===== src/include/rail_limit_pkg.sv =====
// Shared command codes, field positions, reset values and carrier types for the rail limit monitor
package rail_limit_pkg;
  // Command codes of the command layer
  localparam logic [7:0] CMD_OPERATION    = 8'h01;
  localparam logic [7:0] CMD_CLEAR_FAULTS = 8'h03;
  localparam logic [7:0] CMD_CAPABILITY   = 8'h19;
  localparam logic [7:0] CMD_VOUT_MODE    = 8'h20;
  localparam logic [7:0] CMD_MARGIN_LOW   = 8'h26;
  localparam logic [7:0] CMD_VSCALE       = 8'h2a;
  localparam logic [7:0] CMD_IGAIN        = 8'h38;
  localparam logic [7:0] CMD_OV_FAULT     = 8'h40;
  localparam logic [7:0] CMD_OV_WARN      = 8'h42;
  localparam logic [7:0] CMD_UV_WARN      = 8'h43;
  localparam logic [7:0] CMD_STATUS_WORD  = 8'h79;
  localparam logic [7:0] CMD_STATUS_VOUT  = 8'h7a;
  localparam logic [7:0] CMD_STATUS_MFR   = 8'h80;
  localparam logic [7:0] CMD_READ_VOUT    = 8'h8b;
  localparam logic [7:0] CMD_READ_IOUT    = 8'h8c;
  localparam logic [7:0] CMD_MODE_CFG     = 8'hd1;
  localparam logic [7:0] CMD_FAULT_CFG    = 8'hd5;
  // Fixed read answers
  localparam logic [7:0] VOUT_MODE_DIRECT = 8'h40;
  localparam logic [7:0] CAP_BASE         = 8'h20;
  localparam int         CAP_ALERT_BIT    = 4;
  // Operation command margin field
  localparam int         OP_MARGIN_LSB    = 4;
  localparam logic [1:0] OP_MARGIN_LOW    = 2'h1;
  // Status word bits
  localparam int SW_VOUT    = 15;
  localparam int SW_MARGIN  = 9;
  localparam int SW_VOUT_OV = 5;
  localparam int SW_CML     = 1;
  // Status vout bits
  localparam int SV_OV_FAULT = 7;
  localparam int SV_OV_WARN  = 6;
  localparam int SV_UV_WARN  = 5;
  // Status mfr bits and configuration bits
  localparam int SM_MARGIN_FAULT   = 0;
  localparam int MODE_ALERT_EN     = 0;
  localparam int FAULT_SHUTDOWN_EN = 0;
  // Reset values
  localparam logic [15:0] RST_MARGIN_LOW = 16'h0000;
  localparam logic [15:0] RST_VSCALE     = 16'h7fff;
  localparam logic [15:0] RST_IGAIN      = 16'h0001;
  localparam logic [15:0] RST_OV_FAULT   = 16'hffff;
  localparam logic [15:0] RST_OV_WARN    = 16'hffff;
  localparam logic [15:0] RST_UV_WARN    = 16'h0000;
  localparam logic [15:0] RST_MODE_CFG   = 16'h0001;
  localparam logic [15:0] RST_FAULT_CFG  = 16'h0001;
  // Conversion constants: mV full scale, unity scale code, mV/0.1mohm to mA
  localparam logic [31:0] ADC_FULL_MV = 32'h0000_0800;
  localparam logic [31:0] SCALE_UNITY = 32'h0000_7fff;
  localparam logic [31:0] IGAIN_MA    = 32'h0000_2710;
  // Two percent as a fraction of 2^16
  localparam logic [31:0] HYST_NUM    = 32'h0000_051f;
  localparam int          HYST_SHIFT  = 16;

  typedef struct packed {
    logic        valid;
    logic        write;
    logic [7:0]  code;
    logic [15:0] data;
  } cmd_req_t;

  typedef struct packed {
    logic [15:0] word;
    logic [7:0]  vout;
    logic [7:0]  mfr;
  } status_t;
endpackage


===== src/hdl/rail_limit_monitor.sv =====
// Rail limit monitor: margin-low target, scaling, limit checks with hysteresis, status and alert
`timescale 1ns/10ps
// Behaviour
// - Margin-low command drives stored low target
// - New target applies only after new command
// - Failed margining retries, sets flags, alert
// - Limit commands carry two-byte direct payloads
// - Voltage scale is code over 32767
// - ADC full scale is 2.048 V
// - Current is ADC voltage over calibration gain
// - Overvoltage fault sets flags, action, alert
// - Overvoltage fault clears 2% below limit
// - Overvoltage warning sets flags, no shutdown
// - Overvoltage warning clears 2% below limit
// - Undervoltage warning sets flags and alert
// - Undervoltage warning clears 2% above limit
// - Undervoltage warning masked before power-good, off
// - Mode reads 40h, write flags comm error
// - Capability reports 400 kHz, no PEC
module rail_limit_monitor
  import rail_limit_pkg::*;
#(
  parameter int ADC_BITS = 16
) (
  input  wire logic                core_clk_in,
  input  wire logic                rst_n_in,
  input  wire cmd_req_t            cmd_req_in,
  output logic                     cmd_ack_out,
  output logic [15:0]              cmd_rdata_out,
  input  wire logic                adc_valid_in,
  input  wire logic [ADC_BITS-1:0] adc_vout_code_in,
  input  wire logic [ADC_BITS-1:0] current_sense_input_in,
  input  wire logic [15:0]         pg_on_level_in,
  input  wire logic                supply_enable_in,
  input  wire logic                margin_fail_in,
  output logic                     margin_active_out,
  output logic [15:0]              margin_target_out,
  output logic                     supply_off_out,
  output logic                     alert_n_out,
  output status_t                  status_out
);
  typedef enum logic [1:0] {
    ST_IDLE  = 2'b00,
    ST_DIV_V = 2'b01,
    ST_DIV_I = 2'b10,
    ST_CMP   = 2'b11
  } eval_state_t;

  localparam int DIV_W = 32;

  if (ADC_BITS < 12 || ADC_BITS > 16)
  begin : g_chk
    $error("rail_limit_monitor: ADC_BITS must be 12..16");
  end

  eval_state_t        st_r;
  logic [15:0]        margin_low_r;
  logic [15:0]        vscale_r;
  logic [15:0]        igain_r;
  logic [15:0]        ov_fault_lim_r;
  logic [15:0]        ov_warn_lim_r;
  logic [15:0]        uv_warn_lim_r;
  logic [15:0]        mode_cfg_r;
  logic [15:0]        fault_cfg_r;
  logic [31:0]        v_mv_r;
  logic [31:0]        i_mv_r;
  logic [15:0]        vout_r;
  logic [15:0]        iout_r;
  logic               ov_fault_act_r;
  logic               ov_warn_act_r;
  logic               uv_warn_act_r;
  logic               pg_seen_r;
  logic [7:0]         svout_r;
  logic               sw_ov_r;
  logic               cml_r;
  logic               margin_fault_r;
  logic               div_start;
  logic [DIV_W-1:0]   div_num;
  logic [DIV_W-1:0]   div_den;
  logic               div_done;
  logic [DIV_W-1:0]   div_quot;
  logic [15:0]        div_sat;
  logic               wr_en;
  logic               rd_en;
  logic               clr_en;
  logic               ro_wr;
  logic               known;
  logic [15:0]        rd_data;
  logic [16:0]        uv_clr_lvl;

  // Two percent of a limit, rounded down
  function automatic logic [15:0] hyst2(input logic [15:0] lim);
    logic [31:0] prod;
    prod  = {16'h0000, lim} * HYST_NUM;
    hyst2 = prod[HYST_SHIFT+15:HYST_SHIFT];
  endfunction

  assign wr_en  = cmd_req_in.valid && cmd_req_in.write;
  assign rd_en  = cmd_req_in.valid && !cmd_req_in.write;
  assign clr_en = wr_en && (cmd_req_in.code == CMD_CLEAR_FAULTS);

  // Writable configuration words
  // two-byte payloads
  always_ff @(posedge core_clk_in)
  begin
    if (!rst_n_in)
    begin
      margin_low_r   <= RST_MARGIN_LOW;
      vscale_r       <= RST_VSCALE;
      igain_r        <= RST_IGAIN;
      ov_fault_lim_r <= RST_OV_FAULT;
      ov_warn_lim_r  <= RST_OV_WARN;
      uv_warn_lim_r  <= RST_UV_WARN;
      mode_cfg_r     <= RST_MODE_CFG;
      fault_cfg_r    <= RST_FAULT_CFG;
    end
    else if (wr_en)
    begin
      case (cmd_req_in.code)
        CMD_MARGIN_LOW: margin_low_r   <= cmd_req_in.data;
        CMD_VSCALE:     vscale_r       <= cmd_req_in.data;
        CMD_IGAIN:      igain_r        <= cmd_req_in.data;
        CMD_OV_FAULT:   ov_fault_lim_r <= cmd_req_in.data;
        CMD_OV_WARN:    ov_warn_lim_r  <= cmd_req_in.data;
        CMD_UV_WARN:    uv_warn_lim_r  <= cmd_req_in.data;
        CMD_MODE_CFG:   mode_cfg_r     <= cmd_req_in.data;
        CMD_FAULT_CFG:  fault_cfg_r    <= cmd_req_in.data;
        default:        mode_cfg_r     <= mode_cfg_r;
      endcase
    end
  end

  // Margin target is copied only by the operation command, so later edits wait
  // apply low target
  always_ff @(posedge core_clk_in)
  begin
    if (!rst_n_in)
    begin
      margin_active_out <= 1'b0;
      margin_target_out <= 16'h0000;
    end
    else if (wr_en && cmd_req_in.code == CMD_OPERATION)
    begin
      if (cmd_req_in.data[OP_MARGIN_LSB+:2] == OP_MARGIN_LOW)
      begin
        margin_active_out <= 1'b1;
        margin_target_out <= margin_low_r;
      end
      else
      begin
        margin_active_out <= 1'b0;
      end
    end
  end

  // Evaluation sequencer: divide voltage, then current, then compare
  // one pass per sample
  always_ff @(posedge core_clk_in)
  begin
    if (!rst_n_in)
    begin
      st_r   <= ST_IDLE;
      v_mv_r <= 32'h0000_0000;
      i_mv_r <= 32'h0000_0000;
      vout_r <= 16'h0000;
      iout_r <= 16'h0000;
    end
    else
    begin
      case (st_r)
        ST_IDLE:
        begin
          if (adc_valid_in)
          begin
            st_r <= ST_DIV_V;
            v_mv_r <= ({{(32-ADC_BITS){1'b0}}, adc_vout_code_in} * ADC_FULL_MV) >> ADC_BITS;
            i_mv_r <= ({{(32-ADC_BITS){1'b0}}, current_sense_input_in} * ADC_FULL_MV) >> ADC_BITS;
          end
        end
        ST_DIV_V:
        begin
          if (div_done)
          begin
            vout_r <= div_sat;
            st_r   <= ST_DIV_I;
          end
        end
        ST_DIV_I:
        begin
          if (div_done)
          begin
            iout_r <= div_sat;
            st_r   <= ST_CMP;
          end
        end
        ST_CMP:  st_r <= ST_IDLE;
        default: st_r <= ST_IDLE;
      endcase
    end
  end

  // Divider operands; a sample arriving mid-pass is dropped, not queued
  // Start is held off in the done cycle, else the idle divider would relaunch on the voltage operands
  always_comb
  begin
    div_start = 1'b0;
    div_num   = v_mv_r * SCALE_UNITY;
    div_den   = {16'h0000, vscale_r};
    if (st_r == ST_DIV_V)
    begin
      div_start = !div_done;
    end
    if (st_r == ST_DIV_I)
    begin
      div_start = !div_done;
      div_num   = i_mv_r * IGAIN_MA;
      div_den   = {16'h0000, igain_r};
    end
  end

  // Results above 16 bits saturate
  assign div_sat = (div_quot[31:16] != 16'h0000) ? 16'hffff : div_quot[15:0];

  restoring_divider #(
    .W (DIV_W)
  ) u_div (
    .core_clk_in (core_clk_in),
    .rst_n_in    (rst_n_in),
    .start_in    (div_start),
    .num_in      (div_num),
    .den_in      (div_den),
    .busy_out    (),
    .done_out    (div_done),
    .quot_out    (div_quot)
  );

  assign uv_clr_lvl = {1'b0, uv_warn_lim_r} + {1'b0, hyst2(uv_warn_lim_r)};

  // Limit conditions with hysteresis, updated once per evaluated sample; supply off clears the undervoltage warning in any cycle
  always_ff @(posedge core_clk_in)
  begin
    if (!rst_n_in)
    begin
      ov_fault_act_r <= 1'b0;
      ov_warn_act_r  <= 1'b0;
      uv_warn_act_r  <= 1'b0;
      pg_seen_r      <= 1'b0;
    end
    else
    begin
      if (!supply_enable_in)
      begin
        pg_seen_r     <= 1'b0;
        uv_warn_act_r <= 1'b0;
      end
      if (st_r == ST_CMP)
      begin
        if (vout_r > ov_fault_lim_r)
          ov_fault_act_r <= 1'b1;
        else if (vout_r <= ov_fault_lim_r - hyst2(ov_fault_lim_r))
          ov_fault_act_r <= 1'b0;
        if (vout_r > ov_warn_lim_r)
          ov_warn_act_r <= 1'b1;
        else if (vout_r <= ov_warn_lim_r - hyst2(ov_warn_lim_r))
          ov_warn_act_r <= 1'b0;
        if (supply_enable_in && vout_r >= pg_on_level_in)
          pg_seen_r <= 1'b1;
        if (supply_enable_in && pg_seen_r)
        begin
          if (vout_r < uv_warn_lim_r)
            uv_warn_act_r <= 1'b1;
          else if ({1'b0, vout_r} >= uv_clr_lvl)
            uv_warn_act_r <= 1'b0;
        end
      end
    end
  end

  // Latched status; a live condition wins over a clear in the same cycle
  always_ff @(posedge core_clk_in)
  begin
    if (!rst_n_in)
    begin
      svout_r <= 8'h00;
      sw_ov_r <= 1'b0;
    end
    else
    begin
      svout_r[SV_OV_FAULT] <= ov_fault_act_r | (svout_r[SV_OV_FAULT] & ~clr_en);
      svout_r[SV_OV_WARN]  <= ov_warn_act_r | (svout_r[SV_OV_WARN] & ~clr_en);
      svout_r[SV_UV_WARN]  <= uv_warn_act_r | (svout_r[SV_UV_WARN] & ~clr_en);
      sw_ov_r              <= ov_fault_act_r | (sw_ov_r & ~clr_en);
    end
  end

  // Margin failure stays flagged while the loop keeps retrying
  // margin failure flags
  always_ff @(posedge core_clk_in)
  begin
    if (!rst_n_in)
      margin_fault_r <= 1'b0;
    else
      margin_fault_r <= margin_fail_in | (margin_fault_r & ~clr_en);
  end

  // Fault action: shutdown only from the fault, never from warnings
  // configured fault action
  always_ff @(posedge core_clk_in)
  begin
    if (!rst_n_in)
      supply_off_out <= 1'b0;
    else if (ov_fault_act_r && fault_cfg_r[FAULT_SHUTDOWN_EN])
      supply_off_out <= 1'b1;
    else if (clr_en)
      supply_off_out <= 1'b0;
  end

  // Status carrier built in one process so the struct keeps a single driver
  always_comb
  begin
    status_out.vout             = svout_r;
    status_out.mfr              = {7'h00, margin_fault_r};
    status_out.word             = 16'h0000;
    status_out.word[SW_VOUT]    = |svout_r;
    status_out.word[SW_MARGIN]  = margin_fault_r;
    status_out.word[SW_VOUT_OV] = sw_ov_r;
    status_out.word[SW_CML]     = cml_r;
  end

  // Alert is registered so it cannot glitch on the open-drain pin
  // alert when enabled
  always_ff @(posedge core_clk_in)
  begin
    if (!rst_n_in)
      alert_n_out <= 1'b1;
    else
      alert_n_out <= ~(mode_cfg_r[MODE_ALERT_EN] && (|svout_r || sw_ov_r || margin_fault_r || cml_r));
  end

  // Read decode
  always_comb
  begin
    known   = 1'b1;
    rd_data = 16'h0000;
    case (cmd_req_in.code)
      CMD_CAPABILITY:  rd_data = {8'h00, CAP_BASE | (8'(mode_cfg_r[MODE_ALERT_EN]) << CAP_ALERT_BIT)};
      CMD_VOUT_MODE:   rd_data = {8'h00, VOUT_MODE_DIRECT};
      CMD_MARGIN_LOW:  rd_data = margin_low_r;
      CMD_VSCALE:      rd_data = vscale_r;
      CMD_IGAIN:       rd_data = igain_r;
      CMD_OV_FAULT:    rd_data = ov_fault_lim_r;
      CMD_OV_WARN:     rd_data = ov_warn_lim_r;
      CMD_UV_WARN:     rd_data = uv_warn_lim_r;
      CMD_MODE_CFG:    rd_data = mode_cfg_r;
      CMD_FAULT_CFG:   rd_data = fault_cfg_r;
      CMD_STATUS_WORD: rd_data = status_out.word;
      CMD_STATUS_VOUT: rd_data = {8'h00, svout_r};
      CMD_STATUS_MFR:  rd_data = {8'h00, status_out.mfr};
      CMD_READ_VOUT:   rd_data = vout_r;
      CMD_READ_IOUT:   rd_data = iout_r;
      CMD_OPERATION:   rd_data = 16'h0000;
      CMD_CLEAR_FAULTS: rd_data = 16'h0000;
      default:         known   = 1'b0;
    endcase
  end

  assign ro_wr = (cmd_req_in.code == CMD_CAPABILITY) || (cmd_req_in.code == CMD_VOUT_MODE) ||
                 (cmd_req_in.code == CMD_STATUS_WORD) || (cmd_req_in.code == CMD_STATUS_VOUT) ||
                 (cmd_req_in.code == CMD_STATUS_MFR) || (cmd_req_in.code == CMD_READ_VOUT) ||
                 (cmd_req_in.code == CMD_READ_IOUT);

  // Answer one cycle after each request
  // capability answer
  always_ff @(posedge core_clk_in)
  begin
    if (!rst_n_in)
    begin
      cmd_ack_out   <= 1'b0;
      cmd_rdata_out <= 16'h0000;
    end
    else
    begin
      cmd_ack_out <= cmd_req_in.valid;
      if (rd_en)
        cmd_rdata_out <= rd_data;
    end
  end

  // Communication error on read-only writes and unknown codes
  // mode write error
  always_ff @(posedge core_clk_in)
  begin
    if (!rst_n_in)
      cml_r <= 1'b0;
    else if (cmd_req_in.valid && (!known || (wr_en && ro_wr)))
      cml_r <= 1'b1;
    else if (clr_en)
      cml_r <= 1'b0;
  end
endmodule // rail_limit_monitor


===== src/hdl/restoring_divider.sv =====
// Sequential restoring divider, one quotient bit per clock
`timescale 1ns/10ps
module restoring_divider #(
  parameter int W = 32
) (
  input  wire logic         core_clk_in,
  input  wire logic         rst_n_in,
  input  wire logic         start_in,
  input  wire logic [W-1:0] num_in,
  input  wire logic [W-1:0] den_in,
  output logic              busy_out,
  output logic              done_out,
  output logic [W-1:0]      quot_out
);
  logic [W-1:0]         rem_r;
  logic [W-1:0]         den_r;
  logic [7:0]           cnt_r;
  logic [W:0]           shl;
  logic [W:0]           diff;

  if (W < 2 || W > 255)
  begin : g_chk
    $error("restoring_divider: W out of range");
  end

  // A zero divisor yields all ones, which callers treat as saturation
  assign shl  = {rem_r, quot_out[W-1]};
  assign diff = shl - {1'b0, den_r};

  // Iteration
  always_ff @(posedge core_clk_in)
  begin
    if (!rst_n_in)
    begin
      rem_r    <= '0;
      den_r    <= '0;
      cnt_r    <= 8'h00;
      quot_out <= '0;
      busy_out <= 1'b0;
      done_out <= 1'b0;
    end
    else
    begin
      done_out <= 1'b0;
      if (start_in && !busy_out)
      begin
        busy_out <= 1'b1;
        rem_r    <= '0;
        quot_out <= num_in;
        den_r    <= den_in;
        cnt_r    <= 8'(W);
      end
      else if (busy_out)
      begin
        rem_r    <= diff[W] ? shl[W-1:0] : diff[W-1:0];
        quot_out <= {quot_out[W-2:0], ~diff[W]};
        cnt_r    <= cnt_r - 8'h01;
        if (cnt_r == 8'h01)
        begin
          busy_out <= 1'b0;
          done_out <= 1'b1;
        end
      end
    end
  end
endmodule // restoring_divider


===== config.mk =====
export PLATFORM = sky130hd
export DESIGN_NAME = rail_limit_monitor
export DESIGN_NICKNAME = d
export VERILOG_FILES = /design/src/include/rail_limit_pkg.sv /design/src/hdl/rail_limit_monitor.sv /design/src/hdl/restoring_divider.sv
export SDC_FILE = /design/constraint.sdc
export NUM_CORES = 2
export LEC_CHECK = 0
export ABC_AREA = 1
export BUFFER_PORTS_ARGS = -buffer_cell sky130_fd_sc_hd__buf_2
export CAP_MARGIN = 20
export CELL_PAD_IN_SITES_DETAIL_PLACEMENT = 1
export CELL_PAD_IN_SITES_GLOBAL_PLACEMENT = 2
export CORE_MARGIN = 3
export CORE_UTILIZATION = 30
export CTS_BUF_LIST = sky130_fd_sc_hd__clkbuf_8 sky130_fd_sc_hd__clkbuf_16
export CTS_CLUSTER_SIZE = 10
export DETAILED_ROUTE_END_ITERATION = 7
export PLACE_DENSITY = 0.72
export SLEW_MARGIN = 15
export SYNTH_ARGS = -nofsm -noshare
export SYNTH_HDL_FRONTEND = slang
export SYNTH_SLANG_ARGS = --single-unit

===== constraint.sdc =====
create_clock -name core_clk_in -period 9.88 [get_ports core_clk_in]
set_input_delay 0.494 -clock core_clk_in [delete_from_list [all_inputs] [get_ports core_clk_in]]
set_output_delay 0.494 -clock core_clk_in [all_outputs]
set_load 0.05 [all_outputs]

==> results by group <==
Status
  – Outcome: finished clean

Final layout
  – Commonest non-fill, non-tap cell in the layout: inv_1
  – Most frequent cells in the layout: inv_1 (808), nand2_1 (763), ha_1 (592)
  – Net count, final: 5650
  – Synthesis-to-layout area growth: 9.565%
  – Share of cells above drive strength 1: 0.05004

Drt
  – Post-route DRC: 0
  – DR vias: 30.93k
  – DR iter-0 viols: 1596
  – WL/cell: 19.23 µm
  – Post-route ant nets: 0
  – Vias per Instance: 4.949
  – First drt pass iteration count: 5
  – WL final: 120100 µm

Placement
  – Post-DP HPWL: 96570 µm
  – Gpl congestion: 0.8878
  – Port Buffers: 112

Logic synthesis
  – Synthesized area: 0.03514 mm²
  – Syn_area_per_cell: 7.529 µm²
  – Cell variety after synth: 56
  – Number of synthesized flops with an enable pin: 0
  – Async SR Flop Fraction: 0
  – Ys flop type: dfxtp_1
  – Ranking of synthesized cells by area: ha_1 (21%), dfxtp_1 (18%), fa_1 (15%), inv_1 (8.6%), nand2_1 (8.2%)
  – Sequential fraction of the synthesis area: 0.1823
  – Post-synth top area share: 0.2112
  – Area leader, netlist: ha_1
  – YS warnings: 0
  – Mapped Cells: 4667
  – Register bit total from synthesis: 320

Global route
  – Total GRT Usage: 0.1975
  – Largest net degree at the start of global routing: 80
  – First-pass GRT wire length: 188700 µm
  – Antenna violations before repair: 3
  – Grt total ovfl: 0
  – Vias in the first global route: 32.08k

Critical path
  – Critical Path Start Type: flip-flop
  – Crit path largest cell delay: 0.79 ns
  – Slowest-stage cell, CP: dfxtp_1
  – Critical path class: flip-flop to flip-flop
  – WP data required: 10.35 ns
  – Worst R2R Path Depth: 32
  – Crit. End Element: flip-flop
  – Critical path fanouts, max: 9
  – Critical Path AT: 8.13 ns
  – Crit. Startpoint: uv_warn_lim_r[14]$_SDFFE_PN0P_
  – Cell mode on critical path: nand2_1
  – Crit Reg-Reg Startpoint: uv_warn_lim_r[14]$_SDFFE_PN0P_
  – Reg2Reg Setup Slack: 2.22 ns

Clocking
  – Reg clk slew, reported paths: 0.05 ns
  – Maximum clock insertion buffer count: 3
  – Clk Latency, worst-skew pair: 0.61 ns
  – Htree depth: 2
  – CTS tree: built
  – Post-CTS Hold Buffers: 0
  – CTS Buf Count: 43
  – Root buf cell: clkbuf_16
  – Setup Buffers After CTS: 0
  – CTS sink cnt: 320
  – Number of gates resized after CTS: 0

STA
  – Fin crit share: 0.7756
  – Count of final max-slew check failures: 0
  – RSZ-0062 raised after global routing: no
  – Worst-margin pin slew: 1.049 ns
  – Final Critical Period: 7.662 ns
  – Post-Route Setup TNS: 0 ns
  – Number of setup violations in the final report: 0
  – Worst-case clock skew: 0.03696 ns
  – FMAX: 0.1305 GHz
  – Hold Vio Cnt, Final: 0
  – Slew HR: 0.2998

Power
  – Pwr per Cell Area: 334.3 mW/mm²
  – P_leak: 19.53 nW
  – Maximum VDD drop: 0.5765 mV
  – Power consumption: 0.01287 W

Floorplanning
  – Chip height: 348.2 µm
  – Core area: 0.1153 mm²
  – Total die area: 0.1213 mm²
  – Row count: 124
  – Die extent in x: 348.2 µm
  – I/O pin count: 147
  – Initial Util: 0.3048

Worst hold path
  – Worst hold path class: input port to flip-flop
  – HP Start: margin_fail_in
  – Worst Hold Depth: 3

Job
  – Max-cap violations: 0
==> path summary, 6_finish.rpt <==
path / end
setup / recovery: uv_warn_act_r$_SDFF_PN0_
hold / removal: margin_fault_r$_SDFF_PN0_
setup reg to reg: uv_warn_act_r$_SDFF_PN0_
hold reg to reg: mode_cfg_r[5]$_SDFFE_PN0P_
==> cell type report <==
cell class                 instances  area, µm²
fill                           14170      76780
multi-input combinational       3401      25050
sequential                       320       6407
inverter                         820       3080
tap                             1512       1892
clock buffer                      49       1159
timing repair buffer             128      683.2
clock inverter                    18      226.5
antenna                            1      2.502
==> through the flow <==
| stage | hold slack, ns | cell area, µm² | setup WS (ns) | utilization | std cells |
|---|---|---|---|---|---|
| after floorplan | 0.3807 | 35220 | 3.505 | - | 4690 |
| after global placement | 0.4401 | 37110 | 2.246 | 0.3219 | 6181 |
| after detailed placement | 0.4486 | 37110 | 2.135 | 0.3219 | 6181 |
| after CTS | 0.08490 | 38490 | 2.113 | 0.3339 | 6248 |
| after global routing | 0.1428 | 38500 | 1.653 | 0.3339 | 6248 |
| final | 0.1127 | 38500 | 2.218 | 0.3340 | 6249 |
==> synth_stat cells (11+ instances only) <==
| library cell | count |
|---|---|
| nand3_1 | 187 |
| a21oi_1 | 468 |
| o21ai_1 | 28 |
| nor2_1 | 340 |
| fa_1 | 264 |
| xnor2_1 | 34 |
| nor4_1 | 13 |
| xor2_1 | 69 |
| o22ai_1 | 63 |
| buf_4 | 30 |
| a211oi_1 | 32 |
| nand4_1 | 46 |
| inv_1 | 803 |
| a31oi_1 | 23 |
| clkbuf_1 | 87 |
| ha_1 | 593 |
| o21ai_0 | 274 |
| buf_2 | 22 |
| nor3_1 | 45 |
| dfxtp_1 | 320 |
| o21a_1 | 11 |
| a21o_1 | 14 |
| o211ai_1 | 34 |
| inv_2 | 16 |
| nand2_1 | 763 |
==> power breakdown <==
part | switching (W) | total, W | internal, W
registers | 0.000160 | 0.00161 | 0.00145
logic | 0.00646 | 0.00968 | 0.00322
clock network | 0.000644 | 0.00158 | 0.000937
==> layer usage <==
layer / vias up / track usage / wire length [µm]
li1: 15340 / - / -
met5: - / 0 / 0
met2: 372 / 0.3372 / 56470
met4: 0 / 0.04187 / 2471
met3: 114 / 0.01997 / 3611
met1: 15100 / 0.2699 / 57590
==> state kept, by name (all words and copies together) (netlist names), 2 cells and up <==
register,count
mode_cfg_r,16
u_div.den_r,16
ov_warn_lim_r,16
u_div.rem_r,32
st_r,2
fault_cfg_r,16
vout_r,16
iout_r,16
ov_fault_lim_r,16
svout_r,3
v_mv_r,11
margin_target_out,16
vscale_r,16
i_mv_r,11
u_div.cnt_r,8
cmd_rdata_out,16
margin_low_r,16
u_div.quot_out,32
igain_r,16
uv_warn_lim_r,16
==> logic make-up after synthesis <==
kind of cell    synth area share
simple gates              0.1698
compound gates            0.1526
buf+inv                   0.1079
fa+ha+maj                 0.3616
flops                     0.1823
xor+xnor                 0.02567
other cells            0.0001067
==> worst max-delay path: cells and delay by family (launching register included) <==
| kind | cells | cell delay (ns) |
|---|---|---|
| fa+ha+maj | 8 | 3.46 |
| compound gates | 7 | 1.45 |
| simple gates | 12 | 1.28 |
| flops | 1 | 0.79 |
| xor+xnor | 2 | 0.38 |
| buf+inv | 3 | 0.15 |
Note: power is estimated with default switching activity, not from simulation.
